===== src/pkg/udc_pkg.sv =====
// package: shared constants and types for the up/down preset counter
`default_nettype none
package udc_pkg;
  localparam int unsigned count_width = 4;
  localparam logic [3:0] count_max = 4'hf;
  localparam logic [3:0] count_min = 4'h0;
  localparam logic [3:0] count_step = 4'h1;
  localparam logic dir_up = 1'b0;
  localparam logic dir_down = 1'b1;
  localparam logic [3:0] count_reset_value = 4'h0;
  localparam logic [3:0] driver_divide_reset = 4'h0;
  localparam logic [3:0] driver_divide_last = 4'h1;
  typedef logic [3:0] udc_count_type;
endpackage : udc_pkg
`default_nettype wire


===== src/pkg/udc_link_if.sv =====
// interface: pins between the counter stage and its driving logic
`timescale 1ns/1ps
`default_nettype none
interface udc_link_if;
  logic count_clock;
  logic async_load_n;
  logic count_enable_n;
  logic count_down;
  logic [3:0] preset_value;
  logic [3:0] count_value;
  logic terminal_flag;
  logic ripple_pulse_n;
  modport counter (
    input count_clock, async_load_n, count_enable_n, count_down, preset_value,
    output count_value, terminal_flag, ripple_pulse_n
  );
  modport driver (
    output count_clock, async_load_n, count_enable_n, count_down, preset_value,
    input count_value, terminal_flag, ripple_pulse_n
  );
endinterface : udc_link_if
`default_nettype wire


===== src/logic/udc_counter.sv =====
// module: 4-bit up/down counter stage with preset, terminal flag and ripple pulse
//
// Overview of operation
// - four-bit count wraps modulo sixteen, always shown
// - low load copies preset at once, overriding count
// - count changes on clock rise only when enabled
// - direction low counts up, high counts down
// - flag high at fifteen up or zero down
// - flag decoded from count and direction only
// - flag ignores this stage's own enable
// - enabled with flag high: ripple low while clock low
// - ripple stays high when disabled or flag low
// - far logic must not clock on the flag
// - ripple cascade clocks next stage, first stage gates
// - shared clock low phase covers carry ripple
// - gated carry enables include all lower flags
//
// the stage samples its link pins on clk_i; count_clock is a level whose
// rising edge is detected here, so all pins are synchronous to clk_i.
// the load path is "immediate" in the sense of combinational: the output
// mux shows preset_value in the same cycle async_load_n is low.
`timescale 1ns/1ps
`default_nettype none
module udc_counter
#(
  parameter int unsigned count_width = udc_pkg::count_width
)
(
  // system
  input wire logic clk_i,
  input wire logic reset_i,
  // link
  udc_link_if.counter link
);
  ////////////////////////////////////////////////////////////////
  // the link carries a fixed four-bit count, so no other width can be served
  if (count_width != udc_pkg::count_width)
  begin : g_width_check
    $error("count_width must match the link width");
  end

  typedef struct packed {
    udc_pkg::udc_count_type count;
    logic clock_prev;
  } udc_state_type;

  udc_state_type state_reg;
  udc_state_type state_next;
  udc_pkg::udc_count_type shown;
  udc_pkg::udc_count_type toggle;
  logic rise;
  logic advance;
  logic going_up;
  logic flag;

  ////////////////////////////////////////////////////////////////
  assign rise = link.count_clock & ~state_reg.clock_prev;
  assign advance = rise & ~link.count_enable_n;
  assign going_up = (link.count_down == udc_pkg::dir_up);

  ////////////////////////////////////////////////////////////////
  // a bit flips when all lower bits are ones going up or zeros going down,
  // so the count wraps in both directions with no adder carry chain
  for (genvar b = 0; b < count_width; b++)
  begin : g_bit
    if (b == 0)
    begin : g_low
      assign toggle[b] = 1'b1;
    end
    else
    begin : g_high
      assign toggle[b] = going_up ? (&state_reg.count[b-1:0]) : ~(|state_reg.count[b-1:0]);
    end
  end

  ////////////////////////////////////////////////////////////////
  always_comb
  begin
    state_next = state_reg;
    state_next.clock_prev = link.count_clock;
    if (!link.async_load_n)
    begin
      state_next.count = link.preset_value;
    end
    else if (advance)
    begin
      state_next.count = state_reg.count ^ toggle;
    end
  end

  // reset_i only sets the edge detector's clock_prev high: the count itself has no reset
  always_ff @(posedge clk_i)
  begin
    if (reset_i)
    begin
      state_reg.clock_prev <= 1'b1;
    end
    else
    begin
      state_reg.clock_prev <= state_next.clock_prev;
    end
    state_reg.count <= state_next.count;
  end

  // load is transparent so the preset shows without waiting a clock
  assign shown = link.async_load_n ? state_reg.count : link.preset_value;
  assign link.count_value = shown;

  // decoded, so it may spike: keep it off clock inputs
  always_comb
  begin
    if (going_up)
    begin
      flag = (shown == udc_pkg::count_max);
    end
    else
    begin
      flag = (shown == udc_pkg::count_min);
    end
  end

  assign link.terminal_flag = flag;

  assign link.ripple_pulse_n = ~(~link.count_enable_n & link.terminal_flag & ~link.count_clock);
endmodule : udc_counter
`default_nettype wire


===== src/flat_wrapper.sv =====
// flat-port wrapper written by rule: the top's interface ports become plain ports
module udc_counter_flat 
#(
  parameter int unsigned count_width = udc_pkg::count_width
)
  (clk_i, reset_i, link_count_clock, link_async_load_n, link_count_enable_n, link_count_down, link_preset_value, link_count_value, link_terminal_flag, link_ripple_pulse_n);
  udc_link_if link_i ();
  input wire logic clk_i;
  input wire logic reset_i;
  input wire logic [$bits(link_i.count_clock)-1:0] link_count_clock;
  input wire logic [$bits(link_i.async_load_n)-1:0] link_async_load_n;
  input wire logic [$bits(link_i.count_enable_n)-1:0] link_count_enable_n;
  input wire logic [$bits(link_i.count_down)-1:0] link_count_down;
  input wire logic [$bits(link_i.preset_value)-1:0] link_preset_value;
  output wire logic [$bits(link_i.count_value)-1:0] link_count_value;
  output wire logic [$bits(link_i.terminal_flag)-1:0] link_terminal_flag;
  output wire logic [$bits(link_i.ripple_pulse_n)-1:0] link_ripple_pulse_n;
  assign link_i.count_clock = link_count_clock;
  assign link_i.async_load_n = link_async_load_n;
  assign link_i.count_enable_n = link_count_enable_n;
  assign link_i.count_down = link_count_down;
  assign link_i.preset_value = link_preset_value;
  assign link_count_value = link_i.count_value;
  assign link_terminal_flag = link_i.terminal_flag;
  assign link_ripple_pulse_n = link_i.ripple_pulse_n;
  udc_counter #(.count_width(count_width)) u_core (.clk_i(clk_i), .reset_i(reset_i), .link(link_i));
endmodule

===== config.mk =====
export PLATFORM = sky130hd
export DESIGN_NAME = udc_counter_flat
export DESIGN_NICKNAME = d
export VERILOG_FILES = /design/src/pkg/udc_pkg.sv /design/src/pkg/udc_link_if.sv /design/src/logic/udc_counter.sv /design/src/flat_wrapper.sv
export SDC_FILE = /design/constraint.sdc
export NUM_CORES = 1
export LEC_CHECK = 0
export BUFFER_PORTS_ARGS = -buffer_cell sky130_fd_sc_hd__buf_2
export CAP_MARGIN = 20
export CORE_AREA = 2 2 39 41
export DETAILED_ROUTE_END_ITERATION = 6
export DIE_AREA = 0 0 41 43
export SETUP_SLACK_MARGIN = 0.3
export SLEW_MARGIN = 20
export SYNTH_ARGS = -nofsm -noshare
export SYNTH_HDL_FRONTEND = slang
export SYNTH_SLANG_ARGS = --single-unit

===== constraint.sdc =====
create_clock -name clk_i -period 1.9 [get_ports clk_i]
set_input_delay 0.095 -clock clk_i [delete_from_list [all_inputs] [get_ports clk_i]]
set_output_delay 0.095 -clock clk_i [all_outputs]
set_load 0.005 [all_outputs]

# Word level (Yosys, flattened, before mapping)
# Cells that the tools add are included.
[word_totals]
output_inout_bits = 6
elab_cells = 28
regBits = 5
inputBits = 10
[op_classes]
muxes = 7
n_eq_ne = 2
reduce_logical = 5
bitwise = 12
[ops]
columns = ["operator", "n"]
rows = [
  ["4-bit two-way mux", 3],
  ["1-bit NOT", 7],
  ["1-bit AND", 4],
  ["4-bit == test, second input constant", 1],
  ["4-bit zero test", 1],
  ["1-bit two-way mux", 4],
  ["4-bit XOR", 1],
  ["3-bit AND reduction", 1],
  ["3-bit OR reduction", 1],
  ["2-bit by 1-bit != test with 1-bit output, second input constant", 1],
  ["2-bit AND reduction", 1],
  ["2-bit OR reduction", 1],
]

# Longest topological paths before layout
# Gate-level depths: netlist of run 1.
[depth]
depth_word = 6
depth_mapped = 4
ltp_nobuf = 3

# Worst setup path before layout of run 1
# Ideal clock, no wire load.
[synth_path]
path_type = "flip-flop to output port"
start = "reg u_core.state_reg[1] (netlist name)"
end = "out link_ripple_pulse_n"
path_slack_ps = 363
stages_incl_launch_ff = 4
required_ps = 1805
t_arrival_ps = 1442
path_buffers = 0
path_cell_list = "edfxtp_1 > mux2_2 > or4_4 > o22a_1"
[synth_between]
elab_chain_cells = 6
elab_cells_between_ends = 7
classes_between = "1 x eq/ne; 2 x mux; 3 x bitwise; 1 x reduce/logical"
[synth_lines]
columns = ["item", "line", "source"]
rows = [
  ["start, declared", "udc_counter.sv:47", "udc_state_type state_reg;"],
  ["4-bit two-way mux (*)", "udc_counter.sv:106", "assign shown = link.async_load_n ? state_reg.count : link.preset_value;"],
  ["net link_count_value[0]", "flat_wrapper.sv:15", "output wire logic [$bits(link_i.count_value)-1:0] link_count_value;"],
  ["4-bit == test or 4-bit zero test (tied branches)", "udc_counter.sv:114, udc_counter.sv:118", ""],
  ["1-bit two-way mux (*)", "udc_counter.sv:112", "if (going_up)"],
  ["1-bit AND (*) (2 in series)", "udc_counter.sv:124", "assign link.ripple_pulse_n = ~(~link.count_enable_n & link.terminal_flag & ~link.count_clock);"],
  ["1-bit NOT (*)", "udc_counter.sv:124", ""],
  ["end, declared", "flat_wrapper.sv:17", "output wire logic [$bits(link_i.ripple_pulse_n)-1:0] link_ripple_pulse_n;"],
]
# The timed path passes the listed nets; every way through them passes the cells marked *.

# Final worst setup path of run 1
[layout_path]
start = "reg u_core.state_reg[3] (netlist name)"
end = "out link_ripple_pulse_n"
[layout_between]
elab_chain_cells = 6
elab_cells_between_ends = 7
classes_between = "1 x eq/ne; 2 x mux; 3 x bitwise; 1 x reduce/logical"
[layout_lines]
columns = ["item", "line"]
rows = [
  ["4-bit two-way mux (*)", "udc_counter.sv:106"],
  ["4-bit == test or 4-bit zero test (tied branches)", "udc_counter.sv:114, udc_counter.sv:118"],
  ["1-bit two-way mux (*)", "udc_counter.sv:112"],
  ["1-bit AND (*) (2 in series)", "udc_counter.sv:124"],
  ["1-bit NOT (*)", "udc_counter.sv:124"],
]
# Mark *: on every way between the ends. The rest lies on a longest branch, timed or not.

==> reports/results.ini, run 1 <==
[sta]
rsz0062_at_grt = true
whs_ns = 0.0408
fmax_mhz = 551
setup_viol = 0
layout_min_cycle_time_ns = 1.82
fin_crit_sh_pct = 95.6
finalHoldViolCount = 0
worst_slew_pin_slew_ns = 0.297
slew_headroom_pct = 79.9
skew_ns = 0.00189
fin_setup_tns_ns = 0
maxSlewViolCount = 0

[logic_synthesis]
synth_adder_area_share_pct = 0
syn_area_per_cell_um2 = 10.2
synth.mux.area_fraction_pct = 19.7
synth-compound-area-share_pct = 8.92
ys_warn_count = 0
synth_cell_types = 27
synthXorXnorAreaFrac_pct = 4.31
ys_seq_area_share_pct = 34.5
synth-seq-cells = 5
synth_fp_nets = 50
syn_inst = 40
synth-simple-area-share_pct = 28.0
synth_top_family_by_area = simple AND/OR/NAND/NOR gates
syn_area_um2 = 407

[clock_tree]
cts_max_path_buffers = 2
cts.sinks = 5
insertion_delay_ns = 0.24
path_clk_slew_ns = 0.04
htree_levels = 1
tritoncts = done
cts_hold_buf = 0
root_buffer = clkbuf_4
cts_made_buffers = 3

[floorplan]
dieArea_um2 = 1760
start_util_pct = 29.4
num_rows = 14
die_w_um = 41
coreArea_um2 = 1380
die_y_um = 43
num_io_pins = 16

[global_routing]
grt_use_total_pct = 10.5
grt_pass1_wl_mm = 1.23
antenna_found_initial = 0
globalRouteOverflowTotal = 0
grt_max_degree = 13
grt_pass1_vias = 310

[cells_and_area]
layout-drive-gt1-share_pct = 48.3
multi_input_area_um2 = 262
regArea_um2 = 140
finish.utilization_pct = 39.7
largest_reg_flops = 5
final_nets = 71
fillers = 136
antenna_cells = 0
syn_to_final_growth_pct = 35.1

[setup_path]
cp_data_arrival_time_ns = 1.72
cp_slowest_stage_delay_ns = 0.54
critPathTopFamily = simple AND/OR/NAND/NOR gates
cp-end-kind = primary output
startpoint_type = flop
cp_slowest_cell = or4_4
crit_type = flop to primary output
cp_max_fo = 3
path_buf_inv = 1
cp_data_required_time_ns = 1.80
path_cells = mux2_4, or4_4, o22a_1, buf_2

[route]
firstDrtPassIters = 4
post_drt_wl_per_cell_um = 10.8
drc_errors = 0
totalWireLength_um = 824
ant_nets = 0
num_vias = 355
first_iter_violations = 5
vias_per_cell = 4.67

[flow_run]
cap_violations = 0

[place]
place.gp.congestion = 0.734
port_buffers = 15

[power_and_ir_drop]
switching_share_pct = 26.0
p_leak_uw = 0.000245
intPower_uw = 271
comb_power_share_pct = 29.0
pwr-share-clk_pct = 33.5
seqPwrFrac_pct = 37.4
ir_worst_vdd_v = 0.000316
p_switching_uw = 95.3
power_uw = 366
p_per_area_nw_per_um2 = 666

[run_status]
status = completed

[hold_path]
hold_class = input port to flop

layout make-up:
cell class                      count  area share (%)
Sequential cell                     5            25.5
Tap cell                           16            3.64
Multi-Input combinational cell     32            47.6
Timing Repair Buffer               18            17.8
Clock buffer                        4            4.78
Inverter                            1           0.683
timing repair:
item / 4_1_cts / 5_1_grt
setup endpoints to repair: 2 / 3
buffers inserted: 2 / 0
gates resized for setup: 2 / 1
gates cloned: 0 / 0
cell usage after synthesis, drive strengths merged:
library cell	count	share of area (%)
buf	1	2.8
nor3b	1	1.8
nand2b	1	1.5
nor4b	1	2.2
nor2	2	1.8
mux2	5	15
o311ai	1	2.2
nor2b	1	1.5
and4b	1	2.5
or3	2	3.1
xnor2	2	4.3
inv	1	0.92
or4	1	2.8
clkbuf	1	0.92
o22a	1	2.2
a31o	1	2.2
o21ai	2	2.5
dfxtp	1	4.9
nand4	1	1.5
edfxtp	4	30
or2	1	1.5
and2b	1	1.8
mux2i	2	4.9
nand2	4	3.7
and3b	1	2.2
final timing paths:
check                                      start                             end  slack, ns  cells after the start
setup reg to reg   u_core.state_reg[3]$_DFFE_PP_   u_core.state_reg[4]$_DFFE_PP_       0.39                      4
hold / removal                           reset_i  u_core.state_reg[0]$_SDFF_PP1_       0.04                      2
hold reg to reg   u_core.state_reg[0]$_SDFF_PP1_   u_core.state_reg[3]$_DFFE_PP_       0.70                      3
setup / recovery   u_core.state_reg[3]$_DFFE_PP_             link_ripple_pulse_n       0.08                      4
layer usage:
| layer | vias to the layer above | part of all wire, % | global-route usage [%] |
|---|---|---|---|
| met5 | - | 0 | 0 |
| met4 | 0 | 0 | 6.00 |
| met3 | 0 | 4.7 | 3.14 |
| met2 | 10 | 49 | 14.4 |
| met1 | 156 | 46 | 14.1 |
| li1 | 189 | - | - |
logic make-up after synthesis:
kind of cell    count (synthesis)
xor+xnor                        2
flops                           5
compound gates                  5
mux                             7
simple gates                   18
buf+inv                         3
power by group through the flow:
stage          logic [uW]  clock network, uW  registers [uW]
3_5_place_dp         91.1                  0             144
5_1_grt               116                131             138
3_3_place_gp         89.9                  0             143
4_1_cts               106                129             137
2_1_floorplan        59.8                  0             143
6_report              106                123             137
cells in the final DEF (no fill, tap or decap):
master | netlist | final
a31o_1 | 1 | 1
or2_2 | 1 | 1
xnor2_1 | 2 | 2
o21ai_1 | 1 | 1
or3_1 | 2 | 2
nor3b_1 | 1 | 1
and4b_1 | 1 | 1
clkbuf_4 | 0 | 3
nand4_1 | 1 | 1
and3b_1 | 1 | 1
mux2i_1 | 2 | 2
nand2_1 | 4 | 4
buf_4 | 0 | 3
mux2_4 | 1 | 3
nor2b_1 | 1 | 1
mux2_2 | 4 | 2
or4_4 | 1 | 1
nand2b_1 | 1 | 1
nor4b_2 | 0 | 1
and2b_1 | 1 | 1
buf_2 | 0 | 15
dfxtp_1 | 1 | 1
o311ai_1 | 1 | 1
nor2_1 | 2 | 2
edfxtp_1 | 4 | 4
o21ai_0 | 1 | 1
o22a_1 | 1 | 1
clkbuf_1 | 1 | 1
inv_1 | 1 | 1
stage by stage:
step	cell area, um^2	instances	setup WS (ns)
2_1_floorplan	407	40	0.363
3_5_place_dp	494	70	0.264
5_1_grt	549	76	0.0222
3_3_place_gp	494	70	0.267
6_report	549	76	0.0839
4_1_cts	543	76	0.0714
No activity file was read; power rests on OpenSTA's default activity.
==> run 2, diff against run 1 <==
SLEW_MARGIN = unset   (was 20)
clock period = 1.45 ns   (was 1.9 ns; I/O delays follow)
==> run 2 against run 1 <==
The run now ends with setup timing left. Combinational power is 120% higher. Non-clock buffer count grew 12. Sequential power grew 31%. Core utilization grew 11 points. Worst hold slack worse by 0.034 ns. Wire length is 26% higher. Flip-flop and latch count is the same. Critical path type unchanged. Largest cell class unchanged.
==> reports/results.ini, run 2 (synthesized netlist as in run 1, its figures left out) <==
[clock_tree]
root_buffer = clkbuf_4  ; unchanged
htree_levels = 1  ; unchanged
cts_max_path_buffers = 2  ; unchanged
path_clk_slew_ns = 0.05  ; was 0.04 ns
tritoncts = done  ; unchanged
cts_made_buffers = 3  ; unchanged
cts.sinks = 5  ; unchanged
insertion_delay_ns = 0.25  ; was 0.24 ns

[sta]
layout_min_cycle_time_ns = 1.80
fin_crit_sh_pct = 124
fmax_mhz = 555
worst_slew_pin_slew_ns = 0.224  ; was 0.297 ns
whs_ns = 0.00690  ; was 0.0408 ns
rsz0062_at_grt = true  ; unchanged
maxSlewViolCount = 0  ; unchanged
setup_viol = 4  ; was 0
finalHoldViolCount = 0  ; unchanged
setup_slack_ns = -0.353  ; was 0.0839 ns
slew_headroom_pct = 84.9  ; was 79.9%
skew_ns = 0.00124  ; was 0.00189 ns

[setup_path]
cp_slowest_stage_delay_ns = 0.53  ; was 0.54 ns
crit_type = flop to primary output  ; unchanged
cp-end-kind = primary output  ; unchanged
cp_data_required_time_ns = 1.38  ; was 1.80 ns
cp_max_fo = 2  ; was 3
path_cells = mux2_4, or4_4, o22a_1, buf_2  ; unchanged
r2r_cells = 6  ; was 4
cp_slowest_cell = or4_4  ; unchanged
reg2reg_slack_ns = -0.23  ; was 0.39 ns
cp_data_arrival_time_ns = 1.73  ; was 1.72 ns
startpoint_type = flop  ; unchanged
r2r_start = u_core.state_reg[1]$_DFFE_PP_  ; was u_core.state_reg[3]$_DFFE_PP_
reg2reg_to = u_core.state_reg[4]$_DFFE_PP_  ; unchanged

[power_and_ir_drop]
pwr-share-clk_pct = 30.2  ; was 33.5%
p_per_area_nw_per_um2 = 829  ; was 666 nW/um^2
switching_share_pct = 27.5  ; was 26.0%
p_switching_uw = 161  ; was 95.3 uW
comb_power_share_pct = 39.2  ; was 29.0%
seqPwrFrac_pct = 30.6  ; was 37.4%
p_leak_uw = 0.000333  ; was 0.000245 uW
ir_worst_vdd_v = 0.000280  ; was 0.000316 V
intPower_uw = 423  ; was 271 uW
power_uw = 584  ; was 366 uW

[global_routing]
globalRouteOverflowTotal = 0  ; unchanged
grt_max_degree = 11  ; was 13
grt_pass1_vias = 387  ; was 310
grt_use_total_pct = 13.4  ; was 10.5%
antenna_found_initial = 0  ; unchanged
grt_pass1_wl_mm = 1.55  ; was 1.23 mm

[floorplan]
die_y_um = 43  ; unchanged
start_util_pct = 29.4  ; unchanged
die_w_um = 41  ; unchanged
dieArea_um2 = 1760  ; unchanged
num_io_pins = 16  ; unchanged
coreArea_um2 = 1380  ; unchanged
num_rows = 14  ; unchanged

[route]
drc_errors = 0  ; unchanged
post_drt_wl_per_cell_um = 11.8  ; was 10.8 um
first_iter_violations = 9  ; was 5
totalWireLength_mm = 1.04  ; was 824 um
ant_nets = 0  ; unchanged
vias_per_cell = 4.92  ; was 4.67
firstDrtPassIters = 4  ; unchanged
num_vias = 433  ; was 355

[hold_path]
hold_class = input port to flop  ; unchanged
hold_end = u_core.state_reg[0]$_SDFF_PP1_  ; unchanged
min_path_cells = 2  ; unchanged
hold_start = reset_i  ; unchanged

[cells_and_area]
syn_to_final_growth_pct = 73.2  ; was 35.1%
stdcell_count = 88  ; was 76
largest_reg_flops = 5  ; unchanged
layout-drive-gt1-share_pct = 59.7  ; was 48.3%
final_nets = 83  ; was 71
mostFrequentLayoutCells = buf_2, buf_6, buf_4  ; was buf_2, nand2_1, edfxtp_1
antenna_cells = 0  ; unchanged
design_area_um2 = 704  ; was 549 um^2
finish.utilization_pct = 50.9  ; was 39.7%
mostFrequentLayoutCell = buf_2  ; unchanged

[flow_run]
cap_violations = 0  ; unchanged

[place]
place_inst = 79  ; was 70
place.gp.congestion = 0.666  ; was 0.734
placed_area_um2 = 566  ; was 494 um^2
port_buffers = 15  ; unchanged

[run_status]
violations = setup timing
status = finished with violations  ; was completed

==> run 2: cell type report <==
type	count	area (um^2)
Clock buffer	4	26.3
Fill cell	131	679
Inverter	1	3.75
Multi-Input combinational cell	32	282
Sequential cell	5	140
Tap cell	16	20.0
Timing Repair Buffer	30	233
==> run 2: through the flow <==
step	setup TNS [ns]	setup WS [ns]
after floorplan	-0.0805	-0.0445
after global placement	-0.265	-0.110
after detailed placement	-0.271	-0.117
after CTS	-0.892	-0.364
after global routing	-1.22	-0.423
final	-1.01	-0.353
==> run 2: per-layer routing <==
metal / up-vias / wire length, um / global-route usage [%]
met5: - / 0 / 0
met4: 0 / 12 / 8.00
met3: 2 / 19 / 3.14
met2: 5 / 575 / 21.6
met1: 211 / 434 / 14.8
li1: 215 / - / -
==> run 2: what timing repair did <==
| action | CTS | global route |
|---|---|---|
| setup endpoints to repair | 7 | 9 |
| hold buffers | 0 | 0 |
| gates resized for setup | 9 | 7 |
| setup buffers | 3 | 2 |
| pin swaps | 0 | 4 |
==> run 2: how the worst max path moves through the flow <==
stage | startpoint | endpoint | slack [ns]
3_3_place_gp | u_core.state_reg[3]$_DFFE_PP_ | link_ripple_pulse_n | -0.11
2_1_floorplan | u_core.state_reg[1]$_DFFE_PP_ | link_ripple_pulse_n | -0.04
6_report | u_core.state_reg[3]$_DFFE_PP_ | link_ripple_pulse_n | -0.35
4_1_cts | u_core.state_reg[3]$_DFFE_PP_ | link_ripple_pulse_n | -0.36
3_5_place_dp | u_core.state_reg[3]$_DFFE_PP_ | link_ripple_pulse_n | -0.12
5_1_grt | u_core.state_reg[3]$_DFFE_PP_ | link_ripple_pulse_n | -0.42
==> run 2: worst max-delay path, delay by kind of cell (launching register included) <==
kind | cells | cell delay [ns]
AND/OR/NAND/NOR | 1 | 0.53
flip-flops | 1 | 0.39
multiplexers | 1 | 0.28
AO/OA/AOI/OAI | 1 | 0.16
buffers and inverters | 1 | 0.12
==> run 2: power groups by stage <==
stage	registers [uW]	clock network, uW	logic [uW]
finish	179	176	229
global route	180	193	244
CTS	179	177	198
detailed placement	181	0	162
global placement	181	0	160
floorplan	187	0	79.7
==> run 3, diff against run 2 <==
==> constraint.sdc (replaced) <==
create_clock -name clk_i -period 1.45 [get_ports clk_i]
set_input_delay 0.145 -clock clk_i [delete_from_list [all_inputs] [get_ports clk_i]]
set_output_delay 0.145 -clock clk_i [all_outputs]
set_load 0.005 [all_outputs]
==> run 3 against run 2 <==
The run still ends with setup timing left. Critical path type unchanged. Largest cell class unchanged. Critical endpoint unchanged. Largest power group unchanged. Final cell count decreased by 4.5%. First-iteration DRC count decreased by 22%. Design area decreased by 4.3%. Highest routed layer is now met3. Clock skew increased by 0.0066 ns.
==> reports/results.ini, run 3 (synthesized netlist as in run 1, its figures left out) <==
[cells_and_area]
layout-drive-gt1-share_pct = 60.3  ; was 59.7%
finish.utilization_pct = 48.7  ; was 50.9%
design_area_um2 = 674  ; was 704 um^2
syn_to_final_growth_pct = 65.8  ; was 73.2%
mostFrequentLayoutCell = buf_2  ; unchanged
mostFrequentLayoutCells = buf_2, buf_6, buf_4  ; unchanged
antenna_cells = 0  ; unchanged
final_nets = 79  ; was 83
largest_reg_flops = 5  ; unchanged

[route]
drc_errors = 0  ; unchanged
post_drt_wl_per_cell_um = 12.4  ; was 11.8 um
vias_per_cell = 4.71  ; was 4.92
totalWireLength_mm = 1.04  ; about the same
firstDrtPassIters = 4  ; unchanged
num_vias = 396  ; was 433
wl_met3_um = 32  ; was 19 um
ant_nets = 0  ; unchanged
wl_met1_um = 380  ; was 434 um
highest_layer = met3  ; was met4
wl_met2_um = 630  ; was 575 um
first_iter_violations = 7  ; was 9

[floorplan]
num_io_pins = 16  ; unchanged
start_util_pct = 29.4  ; unchanged
num_rows = 14  ; unchanged
dieArea_um2 = 1760  ; unchanged
die_y_um = 43  ; unchanged
die_w_um = 41  ; unchanged
coreArea_um2 = 1380  ; unchanged

[global_routing]
antenna_found_initial = 0  ; unchanged
grt_use_total_pct = 12.2  ; was 13.4%
grt_pass1_wl_mm = 1.37  ; was 1.55 mm
grt_max_degree = 9  ; was 11
grt_pass1_vias = 337  ; was 387
globalRouteOverflowTotal = 0  ; unchanged

[setup_path]
crit_type = flop to primary output  ; unchanged
cp-end-kind = primary output  ; unchanged
startpoint_type = flop  ; unchanged
path_cells = mux2_4, or4_4, o22a_1, buf_2  ; unchanged
cp_data_required_time_ns = 1.31  ; was 1.38 ns
cp_slowest_stage_delay_ns = 0.54  ; was 0.53 ns
cp_max_fo = 2  ; unchanged
r2r_cells = 5  ; was 6
r2r_start = u_core.state_reg[4]$_DFFE_PP_  ; was u_core.state_reg[1]$_DFFE_PP_
cp-endpoint = link_ripple_pulse_n  ; unchanged
reg2reg_to = u_core.state_reg[4]$_DFFE_PP_  ; unchanged
cp_data_arrival_time_ns = 1.71  ; was 1.73 ns
cp_slowest_cell = or4_4  ; unchanged
crit_start = u_core.state_reg[2]$_DFFE_PP_  ; was u_core.state_reg[3]$_DFFE_PP_
reg2reg_slack_ns = -0.08  ; was -0.23 ns

[power_and_ir_drop]
pwr-share-clk_pct = 29.7  ; was 30.2%
p_leak_uw = 0.000309  ; was 0.000333 uW
comb_power_share_pct = 37.5  ; was 39.2%
p_per_area_nw_per_um2 = 814  ; was 829 nW/um^2
intPower_uw = 402  ; was 423 uW
p_switching_uw = 147  ; was 161 uW
ir_worst_vdd_v = 0.000363  ; was 0.000280 V
power_uw = 549  ; was 584 uW
seqPwrFrac_pct = 32.8  ; was 30.6%
switching_share_pct = 26.8  ; was 27.5%

[clock_tree]
cts.sinks = 5  ; unchanged
insertion_delay_ns = 0.24  ; was 0.25 ns
tritoncts = done  ; unchanged
htree_levels = 1  ; unchanged
cts_hold_buf = 0  ; unchanged
cts_made_buffers = 3  ; unchanged
cts_max_path_buffers = 2  ; unchanged
root_buffer = clkbuf_4  ; unchanged
path_clk_slew_ns = 0.04  ; was 0.05 ns

[flow_run]
cap_violations = 0  ; unchanged

[sta]
setup_viol = 3  ; was 4
rsz0062_at_grt = true  ; unchanged
setup_slack_ns = -0.402  ; was -0.353 ns
maxSlewViolCount = 0  ; unchanged
worst_slew_pin_slew_ns = 0.262  ; was 0.224 ns
layout_min_cycle_time_ns = 1.85  ; was 1.80 ns
fin_crit_sh_pct = 128  ; was 124%
skew_ns = 0.00783  ; was 0.00124 ns
slew_headroom_pct = 82.4  ; was 84.9%
fmax_mhz = 540  ; was 555 MHz
finalHoldViolCount = 0  ; unchanged

[place]
place.gp.congestion = 0.670  ; was 0.666
placed_area_um2 = 551  ; was 566 um^2
post-place-ws_ns = -0.200  ; was -0.117 ns
hpwlAfterDp_um = 740
port_buffers = 15  ; unchanged

[hold_path]
hold_class = input port to flop  ; unchanged

[run_status]
violations = setup timing  ; unchanged
status = finished with violations  ; unchanged

run 3: cell types whose count changed in the layout (fill, tap and decap cells not counted):
cell      change
buf_4         -2
buf_6         -2
mux2_2        +1
mux2_4        -1
o21ai_1       -1
o21ai_2       +1
o311ai_1      -1
o311ai_2      +1
run 3: power by group through the flow:
stage | clock network, uW | logic (uW) | registers (uW)
after floorplan | 0 | 79.7 | 187
after global placement | 0 | 148 | 181
after global routing | 182 | 221 | 181
after CTS | 170 | 182 | 179
final | 163 | 206 | 180
after detailed placement | 0 | 149 | 182
run 3: critical path, delay by kind of cell (launching register included):
| kind | cells | cell delay [ns] |
|---|---|---|
| simple gates | 1 | 0.54 |
| mux | 1 | 0.28 |
| flops | 1 | 0.37 |
| buf+inv | 1 | 0.12 |
| compound gates | 1 | 0.16 |
run 3: how the worst min path moves through the flow:
stage / from / slack [ns] / cells after the start / endpoint
final: reset_i / 0.09 / 2 / u_core.state_reg[0]$_SDFF_PP1_
after global routing: reset_i / 0.08 / 2 / u_core.state_reg[0]$_SDFF_PP1_
after CTS: reset_i / 0.08 / 2 / u_core.state_reg[0]$_SDFF_PP1_
after detailed placement: reset_i / 0.34 / 2 / u_core.state_reg[0]$_SDFF_PP1_
after global placement: reset_i / 0.33 / 2 / u_core.state_reg[0]$_SDFF_PP1_
after floorplan: reset_i / 0.25 / 1 / u_core.state_reg[0]$_SDFF_PP1_
run 3: through the flow:
step	cells	setup TNS, ns	hold WS (ns)
global placement	77	-0.394	0.332
CTS	83	-0.847	0.0828
floorplan	40	-0.226	0.249
detailed placement	77	-0.443	0.335
global route	84	-1.06	0.0796
finish	84	-0.866	0.0908
run 3: repair_timing:
item                                    CTS  global route
pin swaps                                 3             1
hold endpoints to repair                  0             0
gates cloned                              0             0
resized for setup                         8             7
setup buffers                             2             1
endpoints found under the setup margin    9             9
run 3: final cells by class:
class                           instances  area (um^2)
Fill cell                             141          709
Multi-Input combinational cell         32          289
Timing Repair Buffer                   26          195
Sequential cell                         5          140
Clock buffer                            4         26.3
Tap cell                               16         20.0
Inverter                                1         3.75
run 3: per-layer routing:
metal  GRT usage [%]  vias to the layer above
met4            4.00                        0
met2            20.0                        7
li1                -                      206
met3            7.85                        0
met1            11.8                      183
met5               0                        -
